File: src/common/dcd_cfg.svh
`ifndef DCD_CFG_SVH
`define DCD_CFG_SVH

// Bus addressing
`define DCD_ADDR_PREFIX   4'hC
`define DCD_GC_ADDR       8'h00
`define DCD_GC_RESET      8'h06
`define DCD_GC_WAKE       8'h09

// Write op codes in the top bits of the command byte
`define DCD_CMD_VOL       3'h2
`define DCD_CMD_ALL       3'h3
`define DCD_CMD_CFG       3'h4
`define DCD_CMD_DAC_HI    2'h0

// Command byte fields
`define DCD_B0_CMD        7:5
`define DCD_B0_CMD2       7:6
`define DCD_B0_PD         5:4
`define DCD_B0_DACHI      3:0
`define DCD_B0_CFG        4:0
`define DCD_B2_DACLO      7:4

// Volatile configuration fields
`define DCD_CFG_VREF      4:3
`define DCD_CFG_PD        2:1
`define DCD_CFG_GAIN      0

// Reset values
`define DCD_RST_DAC       12'h000
`define DCD_RST_CFG       5'h00
`define DCD_PD_ACTIVE     2'h0

// Bit slot counts
`define DCD_BIT_BYTE      4'h8
`define DCD_BIT_ACK       4'h9

// Read stream
`define DCD_RD_LAST12     3'h5
`define DCD_RD_LAST8      3'h3

// Nonvolatile write queue
`define DCD_NVM_W         17
`define DCD_FIFO_DEPTH    32

`endif

File: src/common/dcd_pkg.sv
`default_nettype none
package dcd_pkg;

  typedef enum logic [2:0] {
    ST_IDLE,
    ST_ADDR,
    ST_WDATA,
    ST_RDATA,
    ST_GCALL,
    ST_IGNORE
  } dcd_state_e;

  typedef enum logic [2:0] {
    OP_NONE,
    OP_DAC,
    OP_VOL,
    OP_ALL,
    OP_CFG,
    OP_GCRST,
    OP_GCWAKE
  } dcd_op_e;

endpackage
`default_nettype wire

File: src/common/dcd_stream_if.sv
`timescale 1ns/1ns
`default_nettype none
interface dcd_stream_if #(
  parameter int W = 8
);
  logic         valid;
  logic         ready;
  logic [W-1:0] data;

  modport src (output valid, output data, input ready);
  modport snk (input valid, input data, output ready);
endinterface
`default_nettype wire

File: src/logic/dcd_decoder.sv
`timescale 1ns/1ns
`default_nettype none
`include "dcd_cfg.svh"
module dcd_decoder (
  input  wire logic                   i_clk,
  input  wire logic                   i_srst,
  input  wire logic                   i_scl,
  input  wire logic                   i_sda,
  output logic                        o_sda_o,
  output logic                        o_sda_oe,
  input  wire logic [2:0]             i_addr_sel,
  input  wire logic                   i_fmt_8bit,
  input  wire logic                   i_nvm_idle_flag,
  input  wire logic [11:0]            i_nvm_dac,
  input  wire logic [4:0]             i_nvm_cfg,
  output logic [11:0]                 o_dac_value,
  output logic [1:0]                  o_vref_sel,
  output logic [1:0]                  o_powerdown_select_bits,
  output logic                        o_gain_sel,
  output logic                        o_reload_pulse,
  output logic                        o_nvm_wr_valid,
  input  wire logic                   i_nvm_wr_ready,
  output logic [`DCD_NVM_W-1:0]       o_nvm_wr_data
);
  dcd_pkg::dcd_state_e state_reg;
  dcd_pkg::dcd_op_e    op_reg;
  dcd_pkg::dcd_op_e    byte_op;
  logic                scl_q;
  logic                sda_q;
  logic                start_det;
  logic                stop_det;
  logic                scl_rise;
  logic                scl_fall;
  logic                byte_end;
  logic                ack_end;
  logic [3:0]          bit_cnt_reg;
  logic [7:0]          shift_reg;
  logic [1:0]          byte_idx_reg;
  logic [7:0]          b0_reg;
  logic [7:0]          b1_reg;
  logic [7:0]          b2_reg;
  logic                commit_pend_reg;
  logic                commit;
  logic                gc_done_reg;
  logic                byte_ack;
  logic                byte_last;
  logic                addr_match;
  logic                nvm_busy;
  logic                drive_reg;
  logic [7:0]          tx_reg;
  logic [7:0]          tx_byte;
  logic [2:0]          rd_idx_reg;
  logic [2:0]          rd_last;
  logic [11:0]         dac_reg;
  logic [4:0]          cfg_reg;
  logic                por_load_reg;
  logic [11:0]         dac_cmd_word;
  logic [11:0]         vol_cmd_word;

  dcd_stream_if #(.W(`DCD_NVM_W)) push_if ();
  dcd_stream_if #(.W(`DCD_NVM_W)) pop_if ();

  function automatic dcd_pkg::dcd_op_e decode_op(input logic [2:0] code);
    dcd_pkg::dcd_op_e op;
    op = dcd_pkg::OP_NONE;
    if (code[2:1] == `DCD_CMD_DAC_HI)
    begin
      op = dcd_pkg::OP_DAC;
    end
    else if (code == `DCD_CMD_VOL)
    begin
      op = dcd_pkg::OP_VOL;
    end
    else if (code == `DCD_CMD_ALL)
    begin
      op = dcd_pkg::OP_ALL;
    end
    else if (code == `DCD_CMD_CFG)
    begin
      op = dcd_pkg::OP_CFG;
    end
    return op;
  endfunction

  // Bus condition detection
  always_ff @(posedge i_clk)
  begin
    if (i_srst)
    begin
      scl_q <= 1'b1;
      sda_q <= 1'b1;
    end
    else
    begin
      scl_q <= i_scl;
      sda_q <= i_sda;
    end
  end

  assign start_det    = scl_q && i_scl && sda_q && !i_sda;
  assign stop_det     = scl_q && i_scl && !sda_q && i_sda;
  assign scl_rise     = !scl_q && i_scl;
  assign scl_fall     = scl_q && !i_scl;
  assign byte_end     = scl_fall && (bit_cnt_reg == `DCD_BIT_BYTE);
  assign ack_end      = scl_fall && (bit_cnt_reg == `DCD_BIT_ACK);
  assign commit       = ack_end && commit_pend_reg;
  assign addr_match   = (shift_reg[7:1] == {`DCD_ADDR_PREFIX, i_addr_sel});
  assign nvm_busy     = !i_nvm_idle_flag;
  assign dac_cmd_word = {b0_reg[`DCD_B0_DACHI], b1_reg};
  assign vol_cmd_word = {b1_reg, b2_reg[`DCD_B2_DACLO]};
  assign rd_last      = i_fmt_8bit ? `DCD_RD_LAST8 : `DCD_RD_LAST12;

  // Bit slot counter and receive shifter
  always_ff @(posedge i_clk)
  begin
    if (i_srst || start_det || stop_det)
    begin
      bit_cnt_reg <= 4'h0;
      shift_reg   <= 8'h00;
    end
    else if (scl_rise && (bit_cnt_reg < `DCD_BIT_ACK))
    begin
      if (bit_cnt_reg < `DCD_BIT_BYTE)
      begin
        shift_reg <= {shift_reg[6:0], i_sda};
      end
      bit_cnt_reg <= bit_cnt_reg + 4'h1;
    end
    else if (ack_end)
    begin
      bit_cnt_reg <= 4'h0;
    end
  end

  // Byte decode at the end of its eighth bit
  always_comb
  begin
    byte_ack  = 1'b0;
    byte_last = 1'b0;
    byte_op   = op_reg;
    case (state_reg)
      dcd_pkg::ST_ADDR:
      begin
        byte_ack = (shift_reg == `DCD_GC_ADDR) || addr_match;
      end
      dcd_pkg::ST_WDATA:
      begin
        if (byte_idx_reg == 2'h0)
        begin
          byte_op   = decode_op(shift_reg[`DCD_B0_CMD]);
          byte_ack  = (byte_op != dcd_pkg::OP_NONE) &&
                      !((byte_op == dcd_pkg::OP_ALL) && (nvm_busy || !push_if.ready));
          byte_last = (byte_op == dcd_pkg::OP_CFG);
        end
        else
        begin
          byte_ack  = !((op_reg == dcd_pkg::OP_ALL) && !push_if.ready);
          byte_last = ((byte_idx_reg == 2'h1) && (op_reg == dcd_pkg::OP_DAC)) || (byte_idx_reg == 2'h2);
        end
      end
      dcd_pkg::ST_GCALL:
      begin
        if (!gc_done_reg)
        begin
          if (shift_reg == `DCD_GC_RESET)
          begin
            byte_op = dcd_pkg::OP_GCRST;
          end
          else if (shift_reg == `DCD_GC_WAKE)
          begin
            byte_op = dcd_pkg::OP_GCWAKE;
          end
          else
          begin
            byte_op = dcd_pkg::OP_NONE;
          end
          byte_ack  = (byte_op != dcd_pkg::OP_NONE) && !nvm_busy;
          byte_last = byte_ack;
        end
      end
      default:
      begin
        byte_ack = 1'b0;
      end
    endcase
  end

  // Command sequencing
  always_ff @(posedge i_clk)
  begin
    if (i_srst || stop_det)
    begin
      state_reg       <= dcd_pkg::ST_IDLE;
      op_reg          <= dcd_pkg::OP_NONE;
      byte_idx_reg    <= 2'h0;
      commit_pend_reg <= 1'b0;
      gc_done_reg     <= 1'b0;
    end
    else if (start_det)
    begin
      state_reg       <= dcd_pkg::ST_ADDR;
      byte_idx_reg    <= 2'h0;
      commit_pend_reg <= 1'b0;
      gc_done_reg     <= 1'b0;
    end
    else if (byte_end)
    begin
      case (state_reg)
        dcd_pkg::ST_ADDR:
        begin
          if (!byte_ack)
          begin
            state_reg <= dcd_pkg::ST_IGNORE;
          end
          else if (shift_reg == `DCD_GC_ADDR)
          begin
            state_reg <= dcd_pkg::ST_GCALL;
          end
          else if (shift_reg[0])
          begin
            state_reg <= dcd_pkg::ST_RDATA;
          end
          else
          begin
            state_reg <= dcd_pkg::ST_WDATA;
          end
        end
        dcd_pkg::ST_WDATA:
        begin
          if (!byte_ack)
          begin
            state_reg <= dcd_pkg::ST_IGNORE;
          end
          else
          begin
            op_reg          <= byte_op;
            commit_pend_reg <= byte_last;
            byte_idx_reg    <= byte_last ? 2'h0 : byte_idx_reg + 2'h1;
          end
        end
        dcd_pkg::ST_GCALL:
        begin
          if (!byte_ack)
          begin
            state_reg <= dcd_pkg::ST_IGNORE;
          end
          else
          begin
            op_reg          <= byte_op;
            commit_pend_reg <= 1'b1;
            gc_done_reg     <= 1'b1;
          end
        end
        default:
        begin
          state_reg <= state_reg;
        end
      endcase
    end
    else if (ack_end)
    begin
      commit_pend_reg <= 1'b0;
    end
    else if (scl_rise && (bit_cnt_reg == `DCD_BIT_BYTE) && (state_reg == dcd_pkg::ST_RDATA) && i_sda)
    begin
      state_reg <= dcd_pkg::ST_IGNORE;
    end
  end

  // Received byte capture
  always_ff @(posedge i_clk)
  begin
    if (i_srst)
    begin
      b0_reg <= 8'h00;
      b1_reg <= 8'h00;
      b2_reg <= 8'h00;
    end
    else if (byte_end && (state_reg == dcd_pkg::ST_WDATA))
    begin
      case (byte_idx_reg)
        2'h0:    b0_reg <= shift_reg;
        2'h1:    b1_reg <= shift_reg;
        default: b2_reg <= shift_reg;
      endcase
    end
  end

  // Read stream byte selection
  always_comb
  begin
    tx_byte = 8'h00;
    case (rd_idx_reg)
      3'h0:    tx_byte = {i_nvm_idle_flag, 2'b00, cfg_reg};
      3'h1:    tx_byte = i_fmt_8bit ? dac_reg[7:0] : dac_reg[11:4];
      3'h2:    tx_byte = i_fmt_8bit ? {i_nvm_idle_flag, 2'b00, i_nvm_cfg} : {dac_reg[3:0], 4'h0};
      3'h3:    tx_byte = i_fmt_8bit ? i_nvm_dac[7:0] : {i_nvm_idle_flag, 2'b00, i_nvm_cfg};
      3'h4:    tx_byte = i_nvm_dac[11:4];
      3'h5:    tx_byte = {i_nvm_dac[3:0], 4'h0};
      default: tx_byte = 8'h00;
    endcase
  end

  // Data line drive: acknowledge and read bits
  always_ff @(posedge i_clk)
  begin
    if (i_srst || start_det || stop_det)
    begin
      drive_reg  <= 1'b0;
      tx_reg     <= 8'h00;
      rd_idx_reg <= 3'h0;
    end
    else if (scl_fall)
    begin
      if (bit_cnt_reg == `DCD_BIT_BYTE)
      begin
        drive_reg <= byte_ack;
      end
      else if (bit_cnt_reg == `DCD_BIT_ACK)
      begin
        drive_reg <= (state_reg == dcd_pkg::ST_RDATA) && !tx_byte[7];
        if (state_reg == dcd_pkg::ST_RDATA)
        begin
          tx_reg     <= tx_byte;
          rd_idx_reg <= (rd_idx_reg == rd_last) ? 3'h0 : rd_idx_reg + 3'h1;
        end
      end
      else if ((state_reg == dcd_pkg::ST_RDATA) && (bit_cnt_reg != 4'h0))
      begin
        drive_reg <= !tx_reg[3'h7 - bit_cnt_reg[2:0]];
      end
    end
  end

  assign o_sda_o  = 1'b0;
  assign o_sda_oe = drive_reg;

  // Volatile registers, loaded from nonvolatile after reset, otherwise updated at the acknowledge falling edge
  always_ff @(posedge i_clk)
  begin
    if (i_srst)
    begin
      dac_reg      <= `DCD_RST_DAC;
      cfg_reg      <= `DCD_RST_CFG;
      por_load_reg <= 1'b1;
    end
    else if (por_load_reg)
    begin
      dac_reg      <= i_nvm_dac;
      cfg_reg      <= i_nvm_cfg;
      por_load_reg <= 1'b0;
    end
    else if (commit)
    begin
      case (op_reg)
        dcd_pkg::OP_DAC:
        begin
          dac_reg              <= dac_cmd_word;
          cfg_reg[`DCD_CFG_PD] <= b0_reg[`DCD_B0_PD];
        end
        dcd_pkg::OP_VOL, dcd_pkg::OP_ALL:
        begin
          dac_reg <= vol_cmd_word;
          cfg_reg <= b0_reg[`DCD_B0_CFG];
        end
        dcd_pkg::OP_CFG:
        begin
          cfg_reg <= b0_reg[`DCD_B0_CFG];
        end
        dcd_pkg::OP_GCWAKE:
        begin
          cfg_reg[`DCD_CFG_PD] <= `DCD_PD_ACTIVE;
        end
        dcd_pkg::OP_GCRST:
        begin
          por_load_reg <= 1'b1;
        end
        default:
        begin
          cfg_reg <= cfg_reg;
        end
      endcase
    end
  end

  assign o_dac_value             = dac_reg;
  assign o_vref_sel              = cfg_reg[`DCD_CFG_VREF];
  assign o_powerdown_select_bits = cfg_reg[`DCD_CFG_PD];
  assign o_gain_sel              = cfg_reg[`DCD_CFG_GAIN];
  assign o_reload_pulse          = por_load_reg;

  // Nonvolatile write queue, only the all-memory command feeds it
  assign push_if.valid = commit && (op_reg == dcd_pkg::OP_ALL);
  assign push_if.data  = {b0_reg[`DCD_B0_CFG], vol_cmd_word};
  assign pop_if.ready  = i_nvm_wr_ready;
  assign o_nvm_wr_valid = pop_if.valid;
  assign o_nvm_wr_data  = pop_if.data;

  dcd_fifo #(
    .W     (`DCD_NVM_W),
    .DEPTH (`DCD_FIFO_DEPTH)
  ) u_nvm_fifo (
    .i_clk  (i_clk),
    .i_srst (i_srst),
    .s_in   (push_if),
    .m_out  (pop_if)
  );
endmodule
`default_nettype wire

File: src/logic/dcd_fifo.sv
`timescale 1ns/1ns
`default_nettype none
module dcd_fifo #(
  parameter int W     = 8,
  parameter int DEPTH = 32
) (
  input  wire logic  i_clk,
  input  wire logic  i_srst,
  dcd_stream_if.snk  s_in,
  dcd_stream_if.src  m_out
);
  localparam int AW = $clog2(DEPTH);

  logic [W-1:0]  mem [DEPTH];
  logic [AW-1:0] wr_ptr_reg;
  logic [AW-1:0] rd_ptr_reg;
  logic [AW:0]   count_reg;
  logic          push;
  logic          pop;

  assign s_in.ready  = (count_reg != (AW+1)'(DEPTH));
  assign m_out.valid = (count_reg != '0);
  assign m_out.data  = mem[rd_ptr_reg];
  assign push        = s_in.valid && s_in.ready;
  assign pop         = m_out.valid && m_out.ready;

  // Storage
  always_ff @(posedge i_clk)
  begin
    if (push)
    begin
      mem[wr_ptr_reg] <= s_in.data;
    end
  end

  // Pointers and fill level
  always_ff @(posedge i_clk)
  begin
    if (i_srst)
    begin
      wr_ptr_reg <= '0;
      rd_ptr_reg <= '0;
      count_reg  <= '0;
    end
    else
    begin
      if (push)
      begin
        wr_ptr_reg <= wr_ptr_reg + 1'b1;
      end
      if (pop)
      begin
        rd_ptr_reg <= rd_ptr_reg + 1'b1;
      end
      case ({push, pop})
        2'b10:   count_reg <= count_reg + 1'b1;
        2'b01:   count_reg <= count_reg - 1'b1;
        default: count_reg <= count_reg;
      endcase
    end
  end
endmodule
`default_nettype wire

File: config.mk
export PLATFORM = sky130hd
export DESIGN_NAME = dcd_decoder
export DESIGN_NICKNAME = d
export VERILOG_FILES = /design/src/common/dcd_pkg.sv /design/src/common/dcd_stream_if.sv /design/src/logic/dcd_decoder.sv /design/src/logic/dcd_fifo.sv
export VERILOG_INCLUDE_DIRS = /design/src /design/src/common
export SDC_FILE = /design/constraint.sdc
export NUM_CORES = 1
export LEC_CHECK = 0
export BUFFER_PORTS_ARGS = -buffer_cell sky130_fd_sc_hd__buf_2
export CAP_MARGIN = 40
export CORE_UTILIZATION = 58
export CTS_BUF_LIST = sky130_fd_sc_hd__clkbuf_4
export CTS_CLUSTER_DIAMETER = 80
export DETAILED_ROUTE_END_ITERATION = 10
export PLACE_DENSITY_LB_ADDON = 0.05
export SYNTH_ARGS = -nofsm -noshare
export SYNTH_HDL_FRONTEND = slang
export SYNTH_SLANG_ARGS = --single-unit
File: constraint.sdc
create_clock -name i_clk -period 3.2 [get_ports i_clk]
set_clock_uncertainty 0.15 [all_clocks]
set_input_delay 0.32 -clock i_clk [delete_from_list [all_inputs] [get_ports i_clk]]
set_output_delay 0.32 -clock i_clk [all_outputs]
set_load 0.01 [all_outputs]
# Yosys cells after proc, flatten, opt, wreduce, memory -nomap -nowiden
# Memory sizes are Yosys's and may differ from the RTL's. A register that Yosys moved wholly into a read port is not among the register bits.
# Index checks and enable logic that the tools add are counted.
# word_totals
ramBits,544
n_memories,1
output_inout_bits,38
inputBits,27
elab_cells,221
ff_bits,92
# mem_list
memory,words,width,rd,rd_ports_with_merged_regs,write_ports,line,source
u_nvm_fifo.mem,32,17,1,1,1,dcd_fifo.sv:14,logic [W-1:0] mem [DEPTH];
# classes
addsub,8
n_mux,62
n_eq_ne,41
reduce_logical,80
n_bitwise,3
order_cmp,3
# ops
cell,count
$mux W3,21
$pmux W8 S6,1
$eq A3 B2 Y1 const B,9
$logic_and A1 B1 Y1,25
$eq A3 B3 Y1 const B,8
$mux W12,2
$mux W8,3
$pmux W12 S2,1
$mux W5,4
$mux W1,19
$reduce_and A2 Y1,8
$reduce_and A4 Y1,4
$reduce_bool A3 Y1,5
$reduce_bool A2 Y1,7
$ne A3 B3 Y1 const B,4
$pmux W6 S2,1
$add A5 B1 Y5 const B,2
$logic_not A1 Y1,10
$eq A3 B1 Y1 const B,3
$eq A4 B4 Y1 const B,2
$eq A8 B3 Y1 const B,1
$eq A8 B4 Y1 const B,1
$logic_not A8 Y1,1
$lt A4 B4 Y1 const B,2
other kinds (34),53

# Depth between registers and ports, before layout
# Gate-level depths: netlist (run 1).
# logic_depth
depth_word,17
depth_mapped,15
depth_no_buf,14

# By module
# From an unflattened synthesis (run 1), not the netlist that was laid out.
# unflattened
hier_cells,1662
area_unflattened_um2,26122.6
# by_module_without_submodules
module,seq_area_each_um2,cells_per_inst,instances,area_each_um2
dcd_fifo,16756.1,1142,1,21948.6
dcd_decoder,1441.4,520,1,4174.0

# Least setup slack after synthesis (run 1)
# OpenSTA, ideal clock, no wires.
# synth_timing
path_kind,register to register
start,reg u_nvm_fifo.count_reg[1]
end,reg u_nvm_fifo.count_reg[5]
arrival_ns,3.162
period_less_slack_ns,3.440
t_required_ns,2.922
setup_ns,0.128
n_path_buf,1
setup_slack_ns,-0.240
stages_incl_launch_ff,13
path_cell_list,dfxtp_1 -> or4_1 -> or3_1 -> and2_1 -> clkbuf_1 -> ha_1 -> ha_1 -> a21o_1 -> a21o_1 -> a211o_1 -> o311ai_0 -> xnor2_1 -> nor2_1
# synth_between
elab_chain_len,4
word_cells_on_any_way,10
classes_between,add/sub: 2; eq/ne: 3; mux: 1; reduce/logical: 4
# synth_lines
element,line,source
start: declaration,dcd_fifo.sv:17,logic [AW:0] count_reg;
start signal: assignment,dcd_fifo.sv:56,2'b10: count_reg <= count_reg + 1'b1;
start signal: assignment,dcd_fifo.sv:57,2'b01: count_reg <= count_reg - 1'b1;
start signal: assignment,dcd_fifo.sv:58,default: count_reg <= count_reg;
$reduce_bool A6 Y1 (*),dcd_fifo.sv:22,assign m_out.valid = (count_reg != '0);
net o_nvm_wr_valid,dcd_decoder.sv:21,"output logic o_nvm_wr_valid,"
$logic_and A1 B1 Y1 (*),dcd_fifo.sv:25,assign pop = m_out.valid && m_out.ready;
net u_nvm_fifo.pop,dcd_fifo.sv:19,logic pop;
$eq A2 B1 Y1 or $eq A2 B2 Y1 (tied branches),dcd_fifo.sv:55,"case ({push, pop})"
$pmux W6 S2 or $reduce_bool A2 Y1 (tied branches),-,
# The timed path passes the listed nets; every way through them passes the cells marked *.
# A chain may end at the register's enable or synchronous reset.

==> run metrics, run 1 <==
status finished, violations left; failing checks negative setup slack; number of failing hold endpoints at the final stage 0; P&R area growth vs syn 16.7%; Max Slew Vio Count 0; Final min period 3.71 ns; Pre-Repair DR Iteration Count 7; layout cell share with drive strength beyond 1 0.367; Initial Util 0.588; Final setup viols 17; total of max-cap violations 0; Worst Path Required 2.73 ns; syn_nets 1,491; DP Wirelength 35,700 um; YS warnings 0; initial DRC count 1,308; NumNets Final 1,780; Worst Hold Class input port to flop; die area 45,600 um2; Via Count 14,600; Post-DP Area 27,600 um2; Root Buffer clkbuf_4; Mapped Cells 1,441; Reg2Reg Setup Slack 0.11 ns; Die Height 214 um; vias in the first global route 14,700; Mean Syn Cell Area 18.0 um2; crit end category output port; critical path type flop to output port; FFs w/ async S/R, synth 0; IO buf count 63; max reg flops 544; H-Tree Depth 4; # fillers 3,072; Least-Margin Pin Slew 0.634 ns; Yosys cell types 71; Worst-Skew Late Latency 0.95 ns; Post-Layout Cell Count 2,420; gpl congestion 0.848; Post-synth EDFFs 544; Final Cycle Share 1.16; # clock sinks 637; setup TNS -8.11 ns; ANT nets after route 0; maximum vdd drop 0.312 mV; Die Wd 214 um; pre-CTS WS 0.0457 ns; core area 44,100 um2; Main synth FF type edfxtp_1; Hold WS 0.157 ns; CTS max path bufs 3; register bit total from synthesis 637; worst-path maximum fanout 7; Leak 11.4 nW; Row Count 77; commonest non-fill, non-tap cell in the layout edfxtp_1; design area 30,300 um2; pwr dens 513 nW/um2; largest net degree at the start of global routing 58; initial antenna violation count 1; io pins 65; GRT Util Overall 0.276; Remaining DRCs 0; Seq/Total Area, Yosys 0.701; Top reg by flops u_nvm_fifo.mem; Rel. slew slack 0.577; Final Worst Setup Slack -0.514 ns; highest-count cells in the layout ignoring fill and taps edfxtp_1, clkbuf_4, mux4_2; Pwr Total 15.5 mW; via/cell ratio 6.04; Max Fclk 269 MHz; first-pass GRT wire length 89,000 um; CTS tree done; Final Util 0.686; Overflow after GRT 0; total CTS buffers 158; Avg WL per Cell 24.8 um; Synth Cell Area 25,900 um2; WP data arrival 3.24 ns; clock-pin slew on the worst setup and hold paths 0.06 ns; Worst setup SP type flop; routed wire length 60,100 um; post-placement cell count 2,115; RSZ-0062 raised after global routing yes
repair_timing:
item | 4_1_cts | 5_1_grt
gates resized for setup | 46 | 8
buffers inserted | 11 | 1
setup endpoints to repair | 17 | 19
hold endpoints to repair | 90 | 0
hold buffers | 29 | 0
pin swaps | 0 | 2
cloned | 5 | 2
report_power, final:
part / internal [mW] / leakage, nW / switching (mW) / total, mW
clock network: 3.40 / 1.13 / 3.05 / 6.45
logic: 0.0795 / 3.31 / 0.0985 / 0.178
registers: 8.88 / 6.93 / 0.0174 / 8.90
total: 12.4 / 11.4 / 3.17 / 15.5
synthesized netlist by cell type (all sizes together) (3+ instances only):
master | instances | area [um2]
a211oi | 7 | 52.6
nor4 | 3 | 33.8
nor4b | 4 | 56.3
nand3 | 22 | 110
nand4 | 8 | 50.1
nor3b | 3 | 22.5
ha | 22 | 275
a222oi | 5 | 50.1
nand2b | 9 | 56.3
inv | 16 | 60.1
mux4 | 172 | 3880
edfxtp | 544 | 16300
nor2b | 11 | 68.8
o21ai | 31 | 155
a22oi | 7 | 52.6
a221oi | 7 | 61.3
mux2 | 21 | 236
a21o | 4 | 30.0
nand3b | 5 | 37.5
mux2i | 38 | 380
a21oi | 59 | 295
and2 | 3 | 18.8
or2 | 3 | 18.8
a311oi | 3 | 26.3
a22o | 5 | 43.8
xor2 | 11 | 96.3
clkbuf | 52 | 195
or3 | 4 | 25.0
nor3 | 10 | 50.1
nand2 | 79 | 299
buf | 35 | 220
xnor2 | 8 | 70.1
nor2 | 103 | 389
a211o | 4 | 35.0
dfxtp | 93 | 1860
final timing paths:
kind | startpoint | endpoint | cells past startpoint
worst max register to register | u_nvm_fifo.count_reg[4] | u_nvm_fifo.count_reg[5] | 11
worst min-delay path | i_srst | op_reg[2] | 4
worst min register to register | b0_reg[0] | b0_reg[0] | 2
worst max-delay path | flop | o_nvm_wr_data[15] | 7
layer usage:
| layer | share of wire | vias up | global-route usage |
|---|---|---|---|
| li1 | - | 6448 | - |
| met1 | 0.40 | 7471 | 0.368 |
| met2 | 0.50 | 591 | 0.444 |
| met3 | 0.067 | 104 | 0.0694 |
| met4 | 0.029 | 0 | 0.103 |
| met5 | 0 | - | 0 |
worst max-delay path, cell delays in order (launching register included):
cell	delay, ns
dfxtp_4	0.38
buf_8	0.13
buf_6	0.13
buf_16	0.14
mux4_2	0.52
mux4_2	0.56
mux2_4	0.31
buf_6	0.12
final cells by class:
type | count | area (um2) | area share
Sequential cell | 637 | 18200 | 0.602
Multi-Input combinational cell | 701 | 7440 | 0.246
Timing Repair Buffer | 216 | 1940 | 0.0640
Clock buffer | 229 | 1720 | 0.0568
Tap cell | 592 | 741 | 0.0245
Clock inverter | 27 | 156 | 0.00517
Inverter | 16 | 60.1 | 0.00198
Antenna cell | 2 | 5.00 | 0.000165
cells by family after synthesis:
group,after synthesis,synth area share
adders and majority gates,23,0.0114
buffers and inverters,103,0.0183
other,1,0.000145
and+or+nand+nor,277,0.0510
DFF,637,0.701
muxes,231,0.173
AOI/OAI and AO/OA,150,0.0381
xor gates and xnor gates,19,0.00641
Power figures use the tool's default switching activity.
==> run 2, diff against run 1 <==
--- a/config.mk
+++ b/config.mk
@@ -13,6 +13,7 @@
 export CTS_CLUSTER_DIAMETER = 80
 export DETAILED_ROUTE_END_ITERATION = 10
 export PLACE_DENSITY_LB_ADDON = 0.05
+export REMOVE_ABC_BUFFERS = 1
 export SYNTH_ARGS = -nofsm -noshare
 export SYNTH_HDL_FRONTEND = slang
 export SYNTH_SLANG_ARGS = --single-unit
==> run metrics, run 2 (synthesized netlist as in run 1, its figures left out) <==
status finished, violations left (unchanged); failing checks negative setup slack (unchanged); critical path type flop to output port (unchanged); pwr dens 509 nW/um2 (was 513 nW/um2); Bufs and invs on worst path 4 (unchanged); Final Worst Setup Slack -0.567 ns (was -0.514 ns); Final Util 0.691 (was 0.686); Overflow after GRT 0 (unchanged); sequential power share 0.573 (about the same); Root Buffer clkbuf_4 (unchanged); clock-pin slew on the worst setup and hold paths 0.07 ns (was 0.06 ns); via/cell ratio 6.00 (was 6.04); Row Count 77 (unchanged); Die Wd 214 um (unchanged); RSZ-0062 raised after global routing yes (unchanged); CP top delay family multiplexers (unchanged); initial DRC count 1,134 (was 1,308); Via Count 14,600 (about the same); number of failing hold endpoints at the final stage 0 (unchanged); core area 44,100 um2 (unchanged); Max Fclk 265 MHz (was 269 MHz); IO buf count 63 (unchanged); Int Pwr 12.3 mW (was 12.4 mW); Worst-Skew Late Latency 0.99 ns (was 0.95 ns); Sw Ratio 0.207 (was 0.204); slowest cell on the critical path mux4_2 (unchanged); Final Cycle Share 1.18 (was 1.16); io pins 65 (unchanged); GRT Util Overall 0.280 (was 0.276); maximum vdd drop 0.272 mV (was 0.312 mV); NumNets Final 1,784 (was 1,780); Max Slew Vio Count 0 (unchanged); crit end category output port (unchanged); max reg flops 544 (unchanged); WP data arrival 3.30 ns (was 3.24 ns); Worst setup SP type flop (unchanged); commonest non-fill, non-tap cell in the layout edfxtp_1 (unchanged); Final setup viols 17 (unchanged); routed wire length 61,200 um (was 60,100 um); Pwr Total 15.5 mW (about the same); Rel. slew slack 0.527 (was 0.577); H-Tree Depth 4 (unchanged); Reg2Reg Setup Slack 0.13 ns (was 0.11 ns); die area 45,600 um2 (unchanged); Remaining DRCs 0 (unchanged); CTS tree done (unchanged); P&R area growth vs syn 17.4% (was 16.7%); first-pass GRT wire length 90,600 um (was 89,000 um); Final min period 3.77 ns (was 3.71 ns); Worst Path Required 2.73 ns (about the same); ANT nets after route 0 (unchanged); CP max stage delay 0.54 ns (was 0.56 ns); total CTS buffers 158 (unchanged); Leak 11.5 nW (was 11.4 nW); vias in the first global route 15,000 (was 14,700); Clock Power Share 0.415 (about the same); critical-path cell list buf_16, buf_12, buf_12, mux4_2, mux4_2, mux2_4, buf_6 (was buf_8, buf_6, buf_16, mux4_2, mux4_2, mux2_4, buf_6); worst-path maximum fanout 7 (unchanged); Logic pwr share 0.011 (about the same); Worst Hold Class input port to flop (unchanged); # clock sinks 637 (unchanged); largest net degree at the start of global routing 56 (was 58); Die Height 214 um (unchanged); initial antenna violation count 2 (was 1); CTS max path bufs 3 (unchanged); total of max-cap violations 0 (unchanged); layout cell share with drive strength beyond 1 0.370 (was 0.367); highest-count cells in the layout ignoring fill and taps edfxtp_1, clkbuf_4, mux4_2 (unchanged); switching power 3.21 mW (was 3.17 mW); DP Wirelength 35,500 um (was 35,700 um); Avg WL per Cell 25.1 um (was 24.8 um); Least-Margin Pin Slew 0.709 ns (was 0.634 ns); Top reg by flops u_nvm_fifo.mem (unchanged); gpl congestion 0.898 (was 0.848); Initial Util 0.588 (unchanged); Pre-Repair DR Iteration Count 5 (was 7)
run 2: changes by cell type in the layout (fill, tap and decap cells not counted), sizes merged:
cell         previous run  this run
bufinv                  2         0
inv                    19        21
dlygate4sd3            29        30
buf                   185       188
diode                   2         4
clkinv                 22        28
clkbuf                231       238
run 2: cell type report:
class                           count  area (um2)
Timing Repair Buffer              220        2110
Antenna cell                        4        10.0
Tap cell                          592         741
Inverter                           16        60.1
Clock inverter                     33         131
Sequential cell                   637       18200
Fill cell                        3036       13700
Multi-Input combinational cell    701        7440
Clock buffer                      236        1770
run 2: per-stage QoR:
stage / hold WS [ns] / area, um2 / setup slack [ns] / std cells / setup TNS, ns
after global placement: 0.292 / 27600 / 0.0197 / 2117 / 0
after detailed placement: 0.297 / 27600 / -0.00956 / 2117 / -0.00956
after global routing: 0.0364 / 30500 / -0.730 / 2439 / -11.55
after floorplan: 0.239 / 25500 / -4.30 / 1354 / -73.16
after CTS: 0.00626 / 30400 / -0.686 / 2434 / -11.09
final: 0.111 / 30500 / -0.567 / 2439 / -8.75
run 2: worst register-to-register path: stages (launching register included):
cell	delay, ns
dfxtp_1	0.31
or4_4	0.53
or3_4	0.34
and2_4	0.18
ha_4	0.17
ha_1	0.26
a21o_1	0.17
a21o_1	0.20
a211o_1	0.29
o311ai_0	0.12
xnor2_1	0.16
nor2_1	0.05
run 2: path summary, 6_finish.rpt:
kind / to / depth (start not counted) / start
worst max-delay path: o_nvm_wr_data[4] / 7 / flop
worst min-delay path: o_dac_value[8] / 6 / i_nvm_dac[8]
worst max register to register: u_nvm_fifo.count_reg[5] / 11 / u_nvm_fifo.count_reg[1]
worst min register to register: tx_reg[1] / 2 / tx_reg[1]
run 2: power by group through the flow:
stage | registers, mW | logic (mW) | clock network [mW]
6_report | 8.90 | 0.176 | 6.44
2_1_floorplan | 9.08 | 0.0657 | 0
3_3_place_gp | 9.08 | 0.144 | 0
5_1_grt | 8.89 | 0.191 | 7.07
4_1_cts | 8.90 | 0.174 | 6.60
3_5_place_dp | 9.08 | 0.147 | 0
run 2: layer usage:
layer / share of wire / up-vias / global-route usage
met5: 0 / - / 0
met4: 0.020 / 0 / 0.0933
met3: 0.066 / 73 / 0.0784
met2: 0.51 / 519 / 0.465
met1: 0.40 / 7572 / 0.359
li1: - / 6467 / -
run 2: what timing repair did:
| item | 4_1_cts | 5_1_grt |
|---|---|---|
| pin swaps | 0 | 2 |
| hold endpoints to repair | 90 | 0 |
| gates resized for setup | 52 | 15 |
| setup endpoints to repair | 18 | 18 |
| hold buffers | 30 | 0 |
| gates cloned | 6 | 2 |
| buffers inserted | 12 | 0 |
==> run 3, diff against run 2 <==
--- a/config.mk
+++ b/config.mk
@@ -6,6 +6,7 @@
 export SDC_FILE = /design/constraint.sdc
 export NUM_CORES = 1
 export LEC_CHECK = 0
+export ABC_AREA = 1
 export BUFFER_PORTS_ARGS = -buffer_cell sky130_fd_sc_hd__buf_2
 export CAP_MARGIN = 40
 export CORE_UTILIZATION = 58
==> run metrics, run 3 <==
status finished, violations left (unchanged); failing checks negative setup slack (unchanged); Final Worst Setup Slack -0.183 ns (was -0.567 ns); pwr dens 716 nW/um2 (was 509 nW/um2); Post-Layout Cell Count 3,311 (was 2,439); Worst Hold Class input port to flop (unchanged); Overflow after GRT 0 (unchanged); sequential cell area 18,200 um2 (about the same); Max Slew Vio Count 0 (unchanged); RSZ-0062 raised after global routing yes (unchanged); P&R area growth vs syn 22.8% (was 17.4%); metal3 WL 8340 um (was 4040 um); CTS max path bufs 3 (unchanged); Pre-Repair DR Iteration Count 6 (was 5); total of max-cap violations 0 (unchanged); CTS tree done (unchanged); H-Tree Depth 4 (unchanged); multi-input logic area 7830 um2 (was 7440 um2); YS warnings 0 (unchanged); clock-pin slew on the worst setup and hold paths 0.06 ns (was 0.07 ns); IO buf count 63 (unchanged); M1 WL 30,900 um (was 24,700 um); Die Wd 216 um (was 214 um); # clock sinks 637 (unchanged); number of failing hold endpoints at the final stage 0 (unchanged); crit end category output port (unchanged); Worst Path Required 2.73 ns (about the same); NumNets Final 2,642 (was 1,784); io pins 65 (unchanged); WP data arrival 2.91 ns (was 3.30 ns); first-pass GRT wire length 117,000 um (was 90,600 um); Least-Margin Pin Slew 0.946 ns (was 0.709 ns); register bit total from synthesis 637 (unchanged); initial antenna violation count 2 (unchanged); Max Fclk 296 MHz (was 265 MHz); Synth area leader edfxtp_1 (unchanged); Commonest cells post-synth edfxtp_1, nor2_1, o21ai_0, nand2_1, o221ai_1 (was edfxtp_1, mux4_2, nor2_1, dfxtp_1, nand2_1); Main synth FF type edfxtp_1 (unchanged); via/cell ratio 6.18 (was 6.00); Rel. slew slack 0.369 (was 0.527); critical-path cell list buf_12, buf_8, buf_16, o21ai_2, o22ai_1, o21ai_1, o21ai_2, nand2_1, nand2_1, buf_2 (was buf_16, buf_12, buf_12, mux4_2, mux4_2, mux2_4, buf_6); Final Util 0.729 (was 0.691); DP Wirelength 42,000 um (was 35,500 um); Row Count 77 (unchanged); Final Cycle Share 1.06 (was 1.18); Remaining DRCs 0 (unchanged); max reg flops 544 (unchanged); Seq/Total Area, Yosys 0.687 (was 0.701); core area 44,600 um2 (was 44,100 um2); highest-count cells in the layout ignoring fill and taps edfxtp_1, nor2_1, o21ai_0 (was edfxtp_1, clkbuf_4, mux4_2); total CTS buffers 162 (was 158); Worst-Skew Late Latency 0.98 ns (was 0.99 ns); ANT nets after route 0 (unchanged); ranking of synthesized cells by area edfxtp_1, dfxtp_1, o21ai_0 (was edfxtp_1, mux4_2, dfxtp_1); Initial Util 0.594 (was 0.588); commonest non-fill, non-tap cell in the layout edfxtp_1 (unchanged); gpl congestion 0.893 (was 0.898); Yosys cell types 47 (was 71); Die Height 216 um (was 214 um); Final setup viols 17 (unchanged); Mean Syn Cell Area 11.5 um2 (was 18.0 um2); layout cell share with drive strength beyond 1 0.258 (was 0.370); setup TNS -1.82 ns (was -8.75 ns); critical path type flop to output port (unchanged); Leak 12.4 nW (was 11.5 nW); Top reg by flops u_nvm_fifo.mem (unchanged); Mapped Cells 2,294 (was 1,441); maximum vdd drop 0.409 mV (was 0.272 mV); routed wire length 80,600 um (was 61,200 um); initial DRC count 2,484 (was 1,134); WL met2 38,400 um (was 31,200 um); Synth Cell Area 26,500 um2 (was 25,900 um2); GRT Util Overall 0.340 (was 0.280); worst-path maximum fanout 8 (was 7); slowest cell on the critical path dfxtp_4 (was mux4_2); Avg WL per Cell 24.4 um (was 25.1 um); # fillers 3,033 (was 3,036); proportion of netlist area held by the largest area contributor 0.617 (was 0.630); CP max stage delay 0.38 ns (was 0.54 ns); Via Count 20,500 (was 14,600); Post-synth EDFFs 544 (unchanged); count leader, synth edfxtp_1 (unchanged); largest net degree at the start of global routing 69 (was 56); Root Buffer clkbuf_4 (unchanged); die area 46,500 um2 (was 45,600 um2); Pwr Total 23.3 mW (was 15.5 mW); FFs w/ async S/R, synth 0 (unchanged); post-placement cell count 2,902 (was 2,117); Final min period 3.38 ns (was 3.77 ns); Worst setup SP type flop (unchanged); vias in the first global route 19,600 (was 15,000); Top Metal Used met4 (unchanged)
run 3: cell count changes in the layout (fill, tap and decap cells not counted), sizes merged, moves of 54 or more:
cell    before  now
o21ai       31  397
nand2       79  194
o221ai       0  104
mux4       172    0
nor2       103  395
inv         21  111
nand3       22   76
run 3: worst paths after layout:
check | start | end | slack (ns) | depth (start not counted)
hold / removal | i_srst | u_nvm_fifo.count_reg[4] | 0.1 | 5
setup reg to reg | byte_idx_reg[0] | state_reg[1] | 0.18 | 13
hold reg to reg | tx_reg[3] | tx_reg[3] | 0.32 | 2
setup / recovery | flop | o_nvm_wr_data[16] | -0.18 | 10
run 3: layer usage:
layer,track usage,vias up
met1,0.448,9886
li1,-,9119
met4,0.152,0
met5,0,-
met2,0.543,1266
met3,0.0755,195
run 3: cells by family (layout without fill, tap and decap cells):
logic type / after synthesis / after routing / synth area share
compound gates: 687 / 687 / 0.150
simple gates: 687 / 687 / 0.109
flops: 637 / 637 / 0.687
buf+inv: 253 / 673 / 0.0408
fa+ha+maj: 23 / 23 / 0.0111
xor+xnor: 6 / 6 / 0.00198
other cells: 1 / 6 / 0.000142
run 3: cell type report:
type / instances / area share
Antenna cell: 5 / 0.000385
Clock buffer: 260 / 0.0600
Clock inverter: 26 / 0.00381
Inverter: 113 / 0.0145
Multi-Input combinational cell: 1404 / 0.241
Sequential cell: 637 / 0.560
Tap cell: 592 / 0.0228
Timing Repair Buffer: 271 / 0.0967
Timing Repair inverter: 3 / 0.00104
run 3: power by group:
| part | switching [mW] | internal (mW) | leakage, nW | total, mW |
|---|---|---|---|---|
| registers | 0.0849 | 8.96 | 6.48 | 9.04 |
| logic | 4.14 | 3.11 | 4.70 | 7.25 |
| clock network | 3.26 | 3.73 | 1.25 | 6.98 |
run 3: stage by stage:
step / hold slack [ns] / instance area [um2] / worst slack [ns]
finish: 0.0984 / 32500 / -0.183
detailed placement: 0.309 / 27800 / 0.200
global placement: 0.310 / 27800 / 0.284
floorplan: 0.239 / 25800 / -6.06
global route: 0.0459 / 32500 / -0.232
CTS: 0.00699 / 31900 / -0.151
run 3: critical path: cells and delay by family (launching register included):
family | cells | cell delay (ns)
compound gates | 4 | 0.71
buf+inv | 4 | 0.61
flops | 1 | 0.38
simple gates | 2 | 0.22
run 3: repair_timing:
item,CTS,global route
hold endpoints to repair,89,0
hold buffers,38,0
gates cloned,26,8
endpoints found under the setup margin,17,19
buffers inserted,39,8
resized for setup,176,116
pin swaps,64,80
